### src/hw/vin_limit_pkg.sv
// constants for the input-voltage limit and fault-response block
package vin_limit_pkg;
   // command codes on the management link
   localparam logic [7:0] CMD_OPERATION       = 8'h01;
   localparam logic [7:0] CMD_CLEAR_FAULTS    = 8'h03;
   localparam logic [7:0] CMD_OV_WARN         = 8'h57;
   localparam logic [7:0] CMD_UV_WARN         = 8'h58;
   localparam logic [7:0] CMD_UV_FAULT        = 8'h59;
   localparam logic [7:0] CMD_UV_ACTION       = 8'h5A;
   localparam logic [7:0] CMD_STATUS_INPUT    = 8'h7C;
   localparam logic [7:0] CMD_SPECIAL_OPTIONS = 8'hE0;
   localparam logic [6:0] DEV_ADDR            = 7'h40;
   // field positions
   localparam int ACT_HI = 7;
   localparam int ACT_LO = 6;
   localparam int RTRY_HI = 5;
   localparam int RTRY_LO = 3;
   localparam int DLY_HI = 2;
   localparam int DLY_LO = 0;
   localparam int OP_ON_BIT = 7;
   localparam int OPT_RATIO_BIT = 0;
   localparam int ST_OV_WARN_BIT = 6;
   localparam int ST_UV_WARN_BIT = 5;
   localparam int ST_UV_FAULT_BIT = 4;
   // action and retry codes
   localparam logic [1:0] ACT_IGNORE = 2'h0;
   localparam logic [1:0] ACT_RIDE = 2'h1;
   localparam logic [1:0] ACT_RETRY = 2'h2;
   localparam logic [1:0] ACT_LATCH = 2'h3;
   localparam logic [2:0] RTRY_NONE = 3'h0;
   localparam logic [2:0] RTRY_FOREVER = 3'h7;
   // reset values
   localparam logic [15:0] OV_WARN_RST = 16'hFFFF;
   localparam logic [15:0] UV_WARN_RST = 16'h0000;
   localparam logic [15:0] UV_FAULT_RST = 16'h0000;
   localparam logic [7:0] UV_ACTION_RST = 8'hC0;
   localparam logic [7:0] OPERATION_RST = 8'h80;
   localparam logic [7:0] OPTIONS_RST = 8'h00;
   // timing
   localparam int CLK_MHZ = 10;
   localparam int DELAY_UNIT_US = 1000;
   localparam int DELAY_UNIT_CYCLES = DELAY_UNIT_US * CLK_MHZ;
endpackage

### src/hw/input_voltage_limit_fault_response.sv
// input-voltage limit registers, fault response engine and management-link slave
`timescale 1ns/1ps
module input_voltage_limit_fault_response
   import vin_limit_pkg::*;
#(
   parameter int unsigned delay_unit_cycles = DELAY_UNIT_CYCLES
) (
   // clock and reset
   input  wire logic        mclk,
   input  wire logic        resetn,
   // management link, open drain
   input  wire logic        scl,
   input  wire logic        sda_in,
   output wire logic        sda_out,
   output wire logic        sda_oe_n,
   // remote control pin and measured input voltage
   input  wire logic        ctrl_pin,
   input  wire logic [15:0] vin_meas,
   // converter controls
   output logic             power_enable,
   output logic             ratio_switch_active,
   output logic             fault_latched
);
   typedef enum {b_idle, b_rx, b_ack, b_tx, b_tack} bus_state_t;
   typedef enum {f_run, f_ride, f_wait, f_latched} fault_state_t;
   bus_state_t   bst_q;
   fault_state_t fst_q, fst_d;
   logic [1:0]   scl_s, sda_s, ctrl_s;
   logic         scl_p, sda_p;
   logic [3:0]   bitcnt_q;
   logic [7:0]   sh_q, txb_q, cmd_q;
   logic [1:0]   idx_q;
   logic         rd_q, nack_q, oe_n_q;
   logic [15:0]  ovw_q, uvw_q, uvf_q, rd_word;
   logic [7:0]   lo_q, act_byte_q, op_q, opt_q, status_q;
   logic [31:0]  tmr_q, tmr_d, dly_cycles;
   logic [2:0]   att_q, att_d;
   logic         scl_rise, scl_fall, start_c, stop_c, byte_done;
   logic         wr_lo, wr_hi, clr_cmd, clr_bit, clr_evt, cmd_on, uv, uvw, ovw;
   logic [1:0]   act;
   logic [2:0]   rtry, dly;

   // two-stage synchronisers; the second stage and, for the link pins, a delayed copy of it feed logic
   always_ff @(posedge mclk) begin
      if (!resetn) begin
         scl_s <= 2'h3;
         sda_s <= 2'h3;
         ctrl_s <= 2'h0;
         scl_p <= 1'b1;
         sda_p <= 1'b1;
      end else begin
         scl_s <= {scl_s[0], scl};
         sda_s <= {sda_s[0], sda_in};
         ctrl_s <= {ctrl_s[0], ctrl_pin};
         scl_p <= scl_s[1];
         sda_p <= sda_s[1];
      end
   end

   // link events seen from the settled samples
   assign scl_rise = scl_s[1] & ~scl_p;
   assign scl_fall = ~scl_s[1] & scl_p;
   assign start_c = scl_s[1] & scl_p & sda_p & ~sda_s[1];
   assign stop_c = scl_s[1] & scl_p & ~sda_p & sda_s[1];
   assign byte_done = (bst_q == b_rx) && scl_fall && (bitcnt_q == 4'h8);
   assign wr_lo = byte_done && (idx_q == 2'h2);
   assign wr_hi = byte_done && (idx_q == 2'h3);
   assign clr_cmd = byte_done && (idx_q == 2'h1) && (sh_q == CMD_CLEAR_FAULTS);
   assign clr_bit = wr_lo && (cmd_q == CMD_STATUS_INPUT) && sh_q[ST_UV_FAULT_BIT];
   assign sda_out = 1'b0;
   assign sda_oe_n = oe_n_q;

   // read data for the addressed command, low byte first
   always_comb begin
      case (cmd_q)
         CMD_OV_WARN: rd_word = ovw_q;
         CMD_UV_WARN: rd_word = uvw_q;
         CMD_UV_FAULT: rd_word = uvf_q;
         CMD_UV_ACTION: rd_word = {8'h00, act_byte_q};
         CMD_OPERATION: rd_word = {8'h00, op_q};
         CMD_SPECIAL_OPTIONS: rd_word = {8'h00, opt_q};
         CMD_STATUS_INPUT: rd_word = {8'h00, status_q};
         default: rd_word = 16'h0000;
      endcase
   end

   // link slave: address, command, data bytes, ack and read shifting
   always_ff @(posedge mclk) begin
      if (!resetn) begin
         bst_q <= b_idle;
         bitcnt_q <= 4'h0;
         sh_q <= 8'h00;
         txb_q <= 8'h00;
         cmd_q <= 8'h00;
         idx_q <= 2'h0;
         rd_q <= 1'b0;
         nack_q <= 1'b0;
         oe_n_q <= 1'b1;
      end else if (stop_c) begin
         bst_q <= b_idle;
         oe_n_q <= 1'b1;
      end else if (start_c) begin
         bst_q <= b_rx;
         bitcnt_q <= 4'h0;
         idx_q <= 2'h0;
         oe_n_q <= 1'b1;
      end else
         case (bst_q)
            b_rx:
               if (scl_rise) begin
                  sh_q <= {sh_q[6:0], sda_s[1]};
                  bitcnt_q <= bitcnt_q + 4'h1;
               end else if (byte_done) begin
                  bitcnt_q <= 4'h0;
                  if (idx_q == 2'h0 && sh_q[7:1] != DEV_ADDR) begin
                     bst_q <= b_idle; // not ours: stay released
                  end else begin
                     bst_q <= b_ack;
                     oe_n_q <= 1'b0;
                     if (idx_q != 2'h3)
                        idx_q <= idx_q + 2'h1;
                     if (idx_q == 2'h0)
                        rd_q <= sh_q[0];
                     if (idx_q == 2'h1)
                        cmd_q <= sh_q;
                  end
               end
            b_ack:
               if (scl_fall) begin
                  if (rd_q) begin
                     bst_q <= b_tx;
                     oe_n_q <= rd_word[7];
                     txb_q <= {rd_word[6:0], 1'b0};
                  end else begin
                     bst_q <= b_rx;
                     oe_n_q <= 1'b1;
                  end
               end
            b_tx:
               if (scl_rise) begin
                  bitcnt_q <= bitcnt_q + 4'h1;
               end else if (scl_fall) begin
                  if (bitcnt_q == 4'h8) begin
                     bst_q <= b_tack;
                     bitcnt_q <= 4'h0;
                     oe_n_q <= 1'b1;
                  end else begin
                     oe_n_q <= txb_q[7];
                     txb_q <= {txb_q[6:0], 1'b0};
                  end
               end
            b_tack:
               if (scl_rise) begin
                  nack_q <= sda_s[1];
               end else if (scl_fall) begin
                  if (nack_q) begin
                     bst_q <= b_idle;
                  end else begin
                     bst_q <= b_tx; // further bytes repeat the high byte
                     oe_n_q <= rd_word[15];
                     txb_q <= {rd_word[14:8], 1'b0};
                  end
               end
            default: bst_q <= b_idle;
         endcase
   end

   // host-writable registers; word registers commit on the high byte
   always_ff @(posedge mclk) begin
      if (!resetn) begin
         ovw_q <= OV_WARN_RST;
         uvw_q <= UV_WARN_RST;
         uvf_q <= UV_FAULT_RST;
         act_byte_q <= UV_ACTION_RST;
         op_q <= OPERATION_RST;
         opt_q <= OPTIONS_RST;
         lo_q <= 8'h00;
      end else if (wr_lo) begin
         lo_q <= sh_q;
         case (cmd_q)
            CMD_UV_ACTION: act_byte_q <= sh_q;
            CMD_OPERATION: op_q <= sh_q;
            CMD_SPECIAL_OPTIONS: opt_q <= sh_q;
            default: ;
         endcase
      end else if (wr_hi) begin
         case (cmd_q)
            CMD_OV_WARN: ovw_q <= {sh_q, lo_q};
            CMD_UV_WARN: uvw_q <= {sh_q, lo_q};
            CMD_UV_FAULT: uvf_q <= {sh_q, lo_q};
            default: ;
         endcase
      end
   end

   // limit comparisons against the measured input
   assign uv = vin_meas < uvf_q;
   assign uvw = vin_meas < uvw_q;
   assign ovw = vin_meas > ovw_q;
   assign act = act_byte_q[ACT_HI:ACT_LO];
   assign rtry = act_byte_q[RTRY_HI:RTRY_LO];
   assign dly = act_byte_q[DLY_HI:DLY_LO];
   assign dly_cycles = (delay_unit_cycles << dly) - 32'h1;
   assign cmd_on = op_q[OP_ON_BIT] & ctrl_s[1];
   assign clr_evt = clr_cmd | clr_bit;

   // sticky input status; a new event wins over a write-one clear
   always_ff @(posedge mclk) begin
      if (!resetn) begin
         status_q <= 8'h00;
      end else begin
         if (wr_lo && cmd_q == CMD_STATUS_INPUT)
            status_q <= status_q & ~sh_q;
         if (clr_cmd)
            status_q <= 8'h00;
         if (ovw) status_q[ST_OV_WARN_BIT] <= 1'b1;
         if (uvw) status_q[ST_UV_WARN_BIT] <= 1'b1;
         if (uv) status_q[ST_UV_FAULT_BIT] <= 1'b1;
      end
   end

   // fault response; commanded off parks in run so turning on clears a latch
   always_comb begin
      fst_d = fst_q;
      att_d = att_q;
      tmr_d = (tmr_q != 32'h0) ? tmr_q - 32'h1 : tmr_q;
      if (!cmd_on) begin
         fst_d = f_run;
         att_d = 3'h0;
      end else
         case (fst_q)
            f_run:
               if (uv)
                  case (act)
                     ACT_RIDE: begin
                        fst_d = f_ride;
                        tmr_d = dly_cycles;
                     end
                     ACT_RETRY: begin
                        fst_d = (rtry == RTRY_NONE) ? f_latched : f_wait;
                        tmr_d = dly_cycles;
                     end
                     ACT_LATCH: fst_d = f_latched;
                     default: ;
                  endcase
            f_ride:
               if (!uv) begin
                  fst_d = f_run;
               end else if (tmr_q == 32'h0) begin
                  fst_d = (rtry == RTRY_NONE) ? f_latched : f_wait;
                  tmr_d = dly_cycles;
               end
            f_wait:
               if (tmr_q == 32'h0) begin
                  tmr_d = dly_cycles;
                  if (!uv) begin
                     fst_d = f_run;
                     att_d = 3'h0;
                  end else if (rtry != RTRY_FOREVER &&
                               {1'b0, att_q} + 4'h1 >= {1'b0, rtry}) begin
                     fst_d = f_latched;
                  end else begin
                     att_d = att_q + 3'h1;
                  end
               end
            f_latched:
               if (clr_evt) begin
                  fst_d = f_run;
                  att_d = 3'h0;
               end
            default: fst_d = f_run;
         endcase
   end

   // fault state and converter outputs
   always_ff @(posedge mclk) begin
      if (!resetn) begin
         fst_q <= f_run;
         att_q <= 3'h0;
         tmr_q <= 32'h0;
         power_enable <= 1'b0;
         fault_latched <= 1'b0;
         ratio_switch_active <= 1'b0;
      end else begin
         fst_q <= fst_d;
         att_q <= att_d;
         tmr_q <= tmr_d;
         power_enable <= cmd_on && (fst_d == f_run || fst_d == f_ride);
         fault_latched <= (fst_d == f_latched);
         ratio_switch_active <= opt_q[OPT_RATIO_BIT] & uvw;
      end
   end
endmodule

### config.mk
export PLATFORM = sky130hd
export DESIGN_NAME = input_voltage_limit_fault_response
export DESIGN_NICKNAME = d
export VERILOG_FILES = /design/src/hw/vin_limit_pkg.sv /design/src/hw/input_voltage_limit_fault_response.sv
export SDC_FILE = /design/constraint.sdc
export NUM_CORES = 1
export LEC_CHECK = 0
export BUFFER_PORTS_ARGS = -buffer_cell sky130_fd_sc_hd__buf_2
export CORE_MARGIN = 2
export CORE_UTILIZATION = 60
export CTS_CLUSTER_SIZE = 12
export DETAILED_ROUTE_END_ITERATION = 8
export PLACE_DENSITY = 0.77
export SLEW_MARGIN = 20
export SYNTH_ARGS = -nofsm -noshare
export SYNTH_HDL_FRONTEND = slang
export SYNTH_SLANG_ARGS = --single-unit
### constraint.sdc
create_clock -name mclk -period 8.49 [get_ports mclk]
set_clock_uncertainty 0.05 [all_clocks]
set_input_delay 0.849 -clock mclk [delete_from_list [all_inputs] [get_ports mclk]]
set_output_delay 0.849 -clock mclk [all_outputs]
set_load 0.03 [all_outputs]
==> results by group <==
Timing
  • Period utilization: 40.53%
  • Post-layout min period: 3441 ps
  • Max-slew violations: 0
  • RSZ-0062 raised after global routing: no
  • Final hold vios: 0
  • Worst-Margin Slew: 1067 ps
  • Setup Viol. Count Final: 0
  • Fmax: 290.6 MHz
  • Sum Neg Setup Slack: 0 ps
  • Slew margin rel.: 28.84%

Global routing
  • Largest net degree at the start of global routing: 74
  • Antenna violations before repair: 0
  • Tot GR Track Use: 29.14%
  • GR Overflow Total: 0
  • Vias in the first global route: 8494
  • Global-route wire length before repair: 43830 um

Setup path
  • Cell mode on critical path: nor2_1
  • Crit path arrival time: 3760 ps
  • Worst R2R Setup Slack: 5050 ps
  • Critical-path cell list: nor3b_1, and2_1, nand2_1, nor2_1, mux2i_1, nor2_1
  • Critical Path End Type: register
  • Worst R2R Path Depth: 6
  • Max incr delay on CP: 860 ps
  • Worst Setup Start Kind: register
  • Critical path class: reg -> reg
  • Delay-heaviest family, CP: simple AND/OR/NAND/NOR gates
  • Worst EP required: 8810 ps
  • Critical path fanouts, max: 17
  • Reg-to-reg critical path endpoint: act_byte_q[4]$_SDFFE_PN0P_
  • Critical Path Start: bst_q[0]$_SDFFE_PP0P_
  • CP max-delay cell: nor2_1
  • Crit path buf inv count: 0
  • Reg-to-Reg Start: bst_q[0]$_SDFFE_PP0P_

Route
  • Total wire length: 26750 um
  • Router iterations before antenna repair: 8
  • Wire length per cell: 17.94 um
  • Vias/cell: 6.140
  • Drt drc: 0
  • Vias: 9155
  • Iteration-0 DRC Markers: 623
  • Final ANT Viol Nets: 0

Placement
  • Placer Congestion: 0.8895
  • Placed Cells: 1453
  • Placed standard-cell area: 10860 um2
  • Port Buffers: 24
  • Hpwl dp: 18550 um

Synthesis
  • Ys Warns: 0
  • Synth async-reset ratio: 0%
  • Number of synthesized register bits: 201
  • Top post-synthesis cells by count: 201 x dfxtp_1, 167 x nand2_1, 92 x a21oi_1
  • Synth Flop Type: dfxtp_1
  • Top post-synthesis cells by area: dfxtp_1 38%, ha_1 9.0%, nand2_1 5.9%
  • Synthesized area per cell: 8.530 um2
  • Count leader, synth: dfxtp_1
  • Sequential-to-total area share from yosys stat: 37.98%
  • Synth area leader: dfxtp_1
  • Mapped Cells: 1242
  • Post-synth EDFFs: 0
  • Netlist cell types: 80
  • Share of the synthesized area in the top cell type: 37.98%
  • Synthesized cell area: 10590 um2

Layout
  • Non-Filler Instances: 1491
  • Area grow syn2layout: 9.307%
  • Antenna Cells: 0
  • Nets@finish: 1349
  • Final Instance Area: 11580 um2
  • Layout cells sized above 1: 8.136%
  • Final Core Density: 66.95%
  • Fill cells: 1441

Min path
  • Hold Path End: sda_s[1]$_SDFF_PN1_
  • HP Start: sda_s[0]$_SDFF_PN1_
  • Hold Path Stages: 1
  • Hold WC Path Type: reg -> reg

Power
  • PnR Total Power: 2.649 mW
  • PwrDens: 228.7 nW/um2
  • Leak pwr: 4.595 nW
  • VDD IR-drop max: 0.3388 mV

Floorplan
  • Die area: 18730 um2
  • Core area: 17300 um2
  • I/O pin count: 26
  • Die X: 136.9 um
  • FP Rows: 48
  • Die Ht: 136.9 um
  • Starting density of the core: 61.25%

Clocking
  • Clk sinks: 201
  • Clk Latency, worst-skew pair: 520 ps
  • Post-CTS Setup Inserts: 0
  • Reg clk slew, reported paths: 60 ps
  • CTS tree: done
  • Post-CTS Hold Fix Bufs: 0
  • CTS Buf Count: 22
  • CTS root buf: clkbuf_16
  • Htree depth: 1
  • Clock tree buffer depth: 3
  • CTS resizes: 0

Job
  • Max-Cap Viols: 0

Run status
  • Status: complete, no violations
logic make-up (layout without fill, tap and decap cells):
kind of cell | count (synthesis) | after routing | synth area share, %
xor gates and xnor gates | 32 | 32 | 2.645
DFF | 201 | 201 | 37.98
adders and majority gates | 77 | 77 | 9.070
and+or+nand+nor | 452 | 452 | 21.58
other | 1 | 31 | 0.03540
muxes | 55 | 55 | 5.208
buffers and inverters | 147 | 141 | 5.409
AOI/OAI and AO/OA | 277 | 277 | 18.07
cell usage in the layout (no fill, tap or decap), drive strengths merged, types with 7 or more instances in the layout:
cell    Yosys  layout
a21o       13      13
o21a        7       7
or3        11      11
o31ai      14      14
o21ai      48      48
ha         76      76
xnor2      10      10
nand2     167     167
nor3       35      35
clkbuf     64      35
o211ai     23      23
nor4       16      16
conb        1      31
mux2i      54      54
a31o        7       7
nand2b     15      15
nor2       76      76
nor2b       8       8
a222oi     16      16
a21oi      92      92
and2       13      13
xor2       22      22
buf        11      31
inv        72      71
a22oi       9       9
and3       14      14
o221a       7       7
nand3      32      32
dfxtp     201     201
nand4      29      29
metrics by stage:
step	worst slack, ps	hold slack, ps
2_1_floorplan	5309	336.3
3_3_place_gp	4917	346.6
3_5_place_dp	4805	347.7
4_1_cts	5101	377.7
5_1_grt	4844	403.0
6_report	5049	368.2
report_power, final:
group / switching (mW) / internal, mW
Clock: 0.379 / 0.568
Combinational: 0.351 / 0.262
Sequential: 0.0723 / 1.02
cell type report:
cell class                 instances  area [um2]  area share (%)
clock inverter                     3       51.30          0.4430
sequential                       201        4024           34.75
timing repair buffer              31       172.7           1.491
clock buffer                      35       669.4           5.781
multi-input combinational        924        6110           52.76
inverter                          72       271.5           2.345
tap                              225       281.5           2.431
state kept, by name (all words and copies together) (netlist names), 3 cells and up:
name        flops
fst_q          32
tmr_q          32
ovw_q          16
uvf_q          16
uvw_q          16
act_byte_q      8
cmd_q           8
lo_q            8
op_q            8
opt_q           8
sh_q            8
status_q        8
txb_q           7
bitcnt_q        4
att_q           3
bst_q           3
how the worst max path moves through the flow:
stage | to | cells past startpoint
floorplan | tmr_q[10]$_SDFF_PN0_ | 10
global placement | tmr_q[2]$_SDFF_PN0_ | 8
detailed placement | tmr_q[2]$_SDFF_PN0_ | 8
CTS | act_byte_q[4]$_SDFFE_PN0P_ | 6
global route | act_byte_q[3]$_SDFFE_PN0P_ | 6
finish | act_byte_q[4]$_SDFFE_PN0P_ | 6
routing by layer:
metal	up-vias	wire [um]	global-route usage, %
li1	4433	-	-
met1	4311	11630	38.72
met2	340	12530	49.14
met3	71	1609	3.037
met4	0	980	10.71
met5	-	0	0
Note: power is estimated with default switching activity, not from simulation.
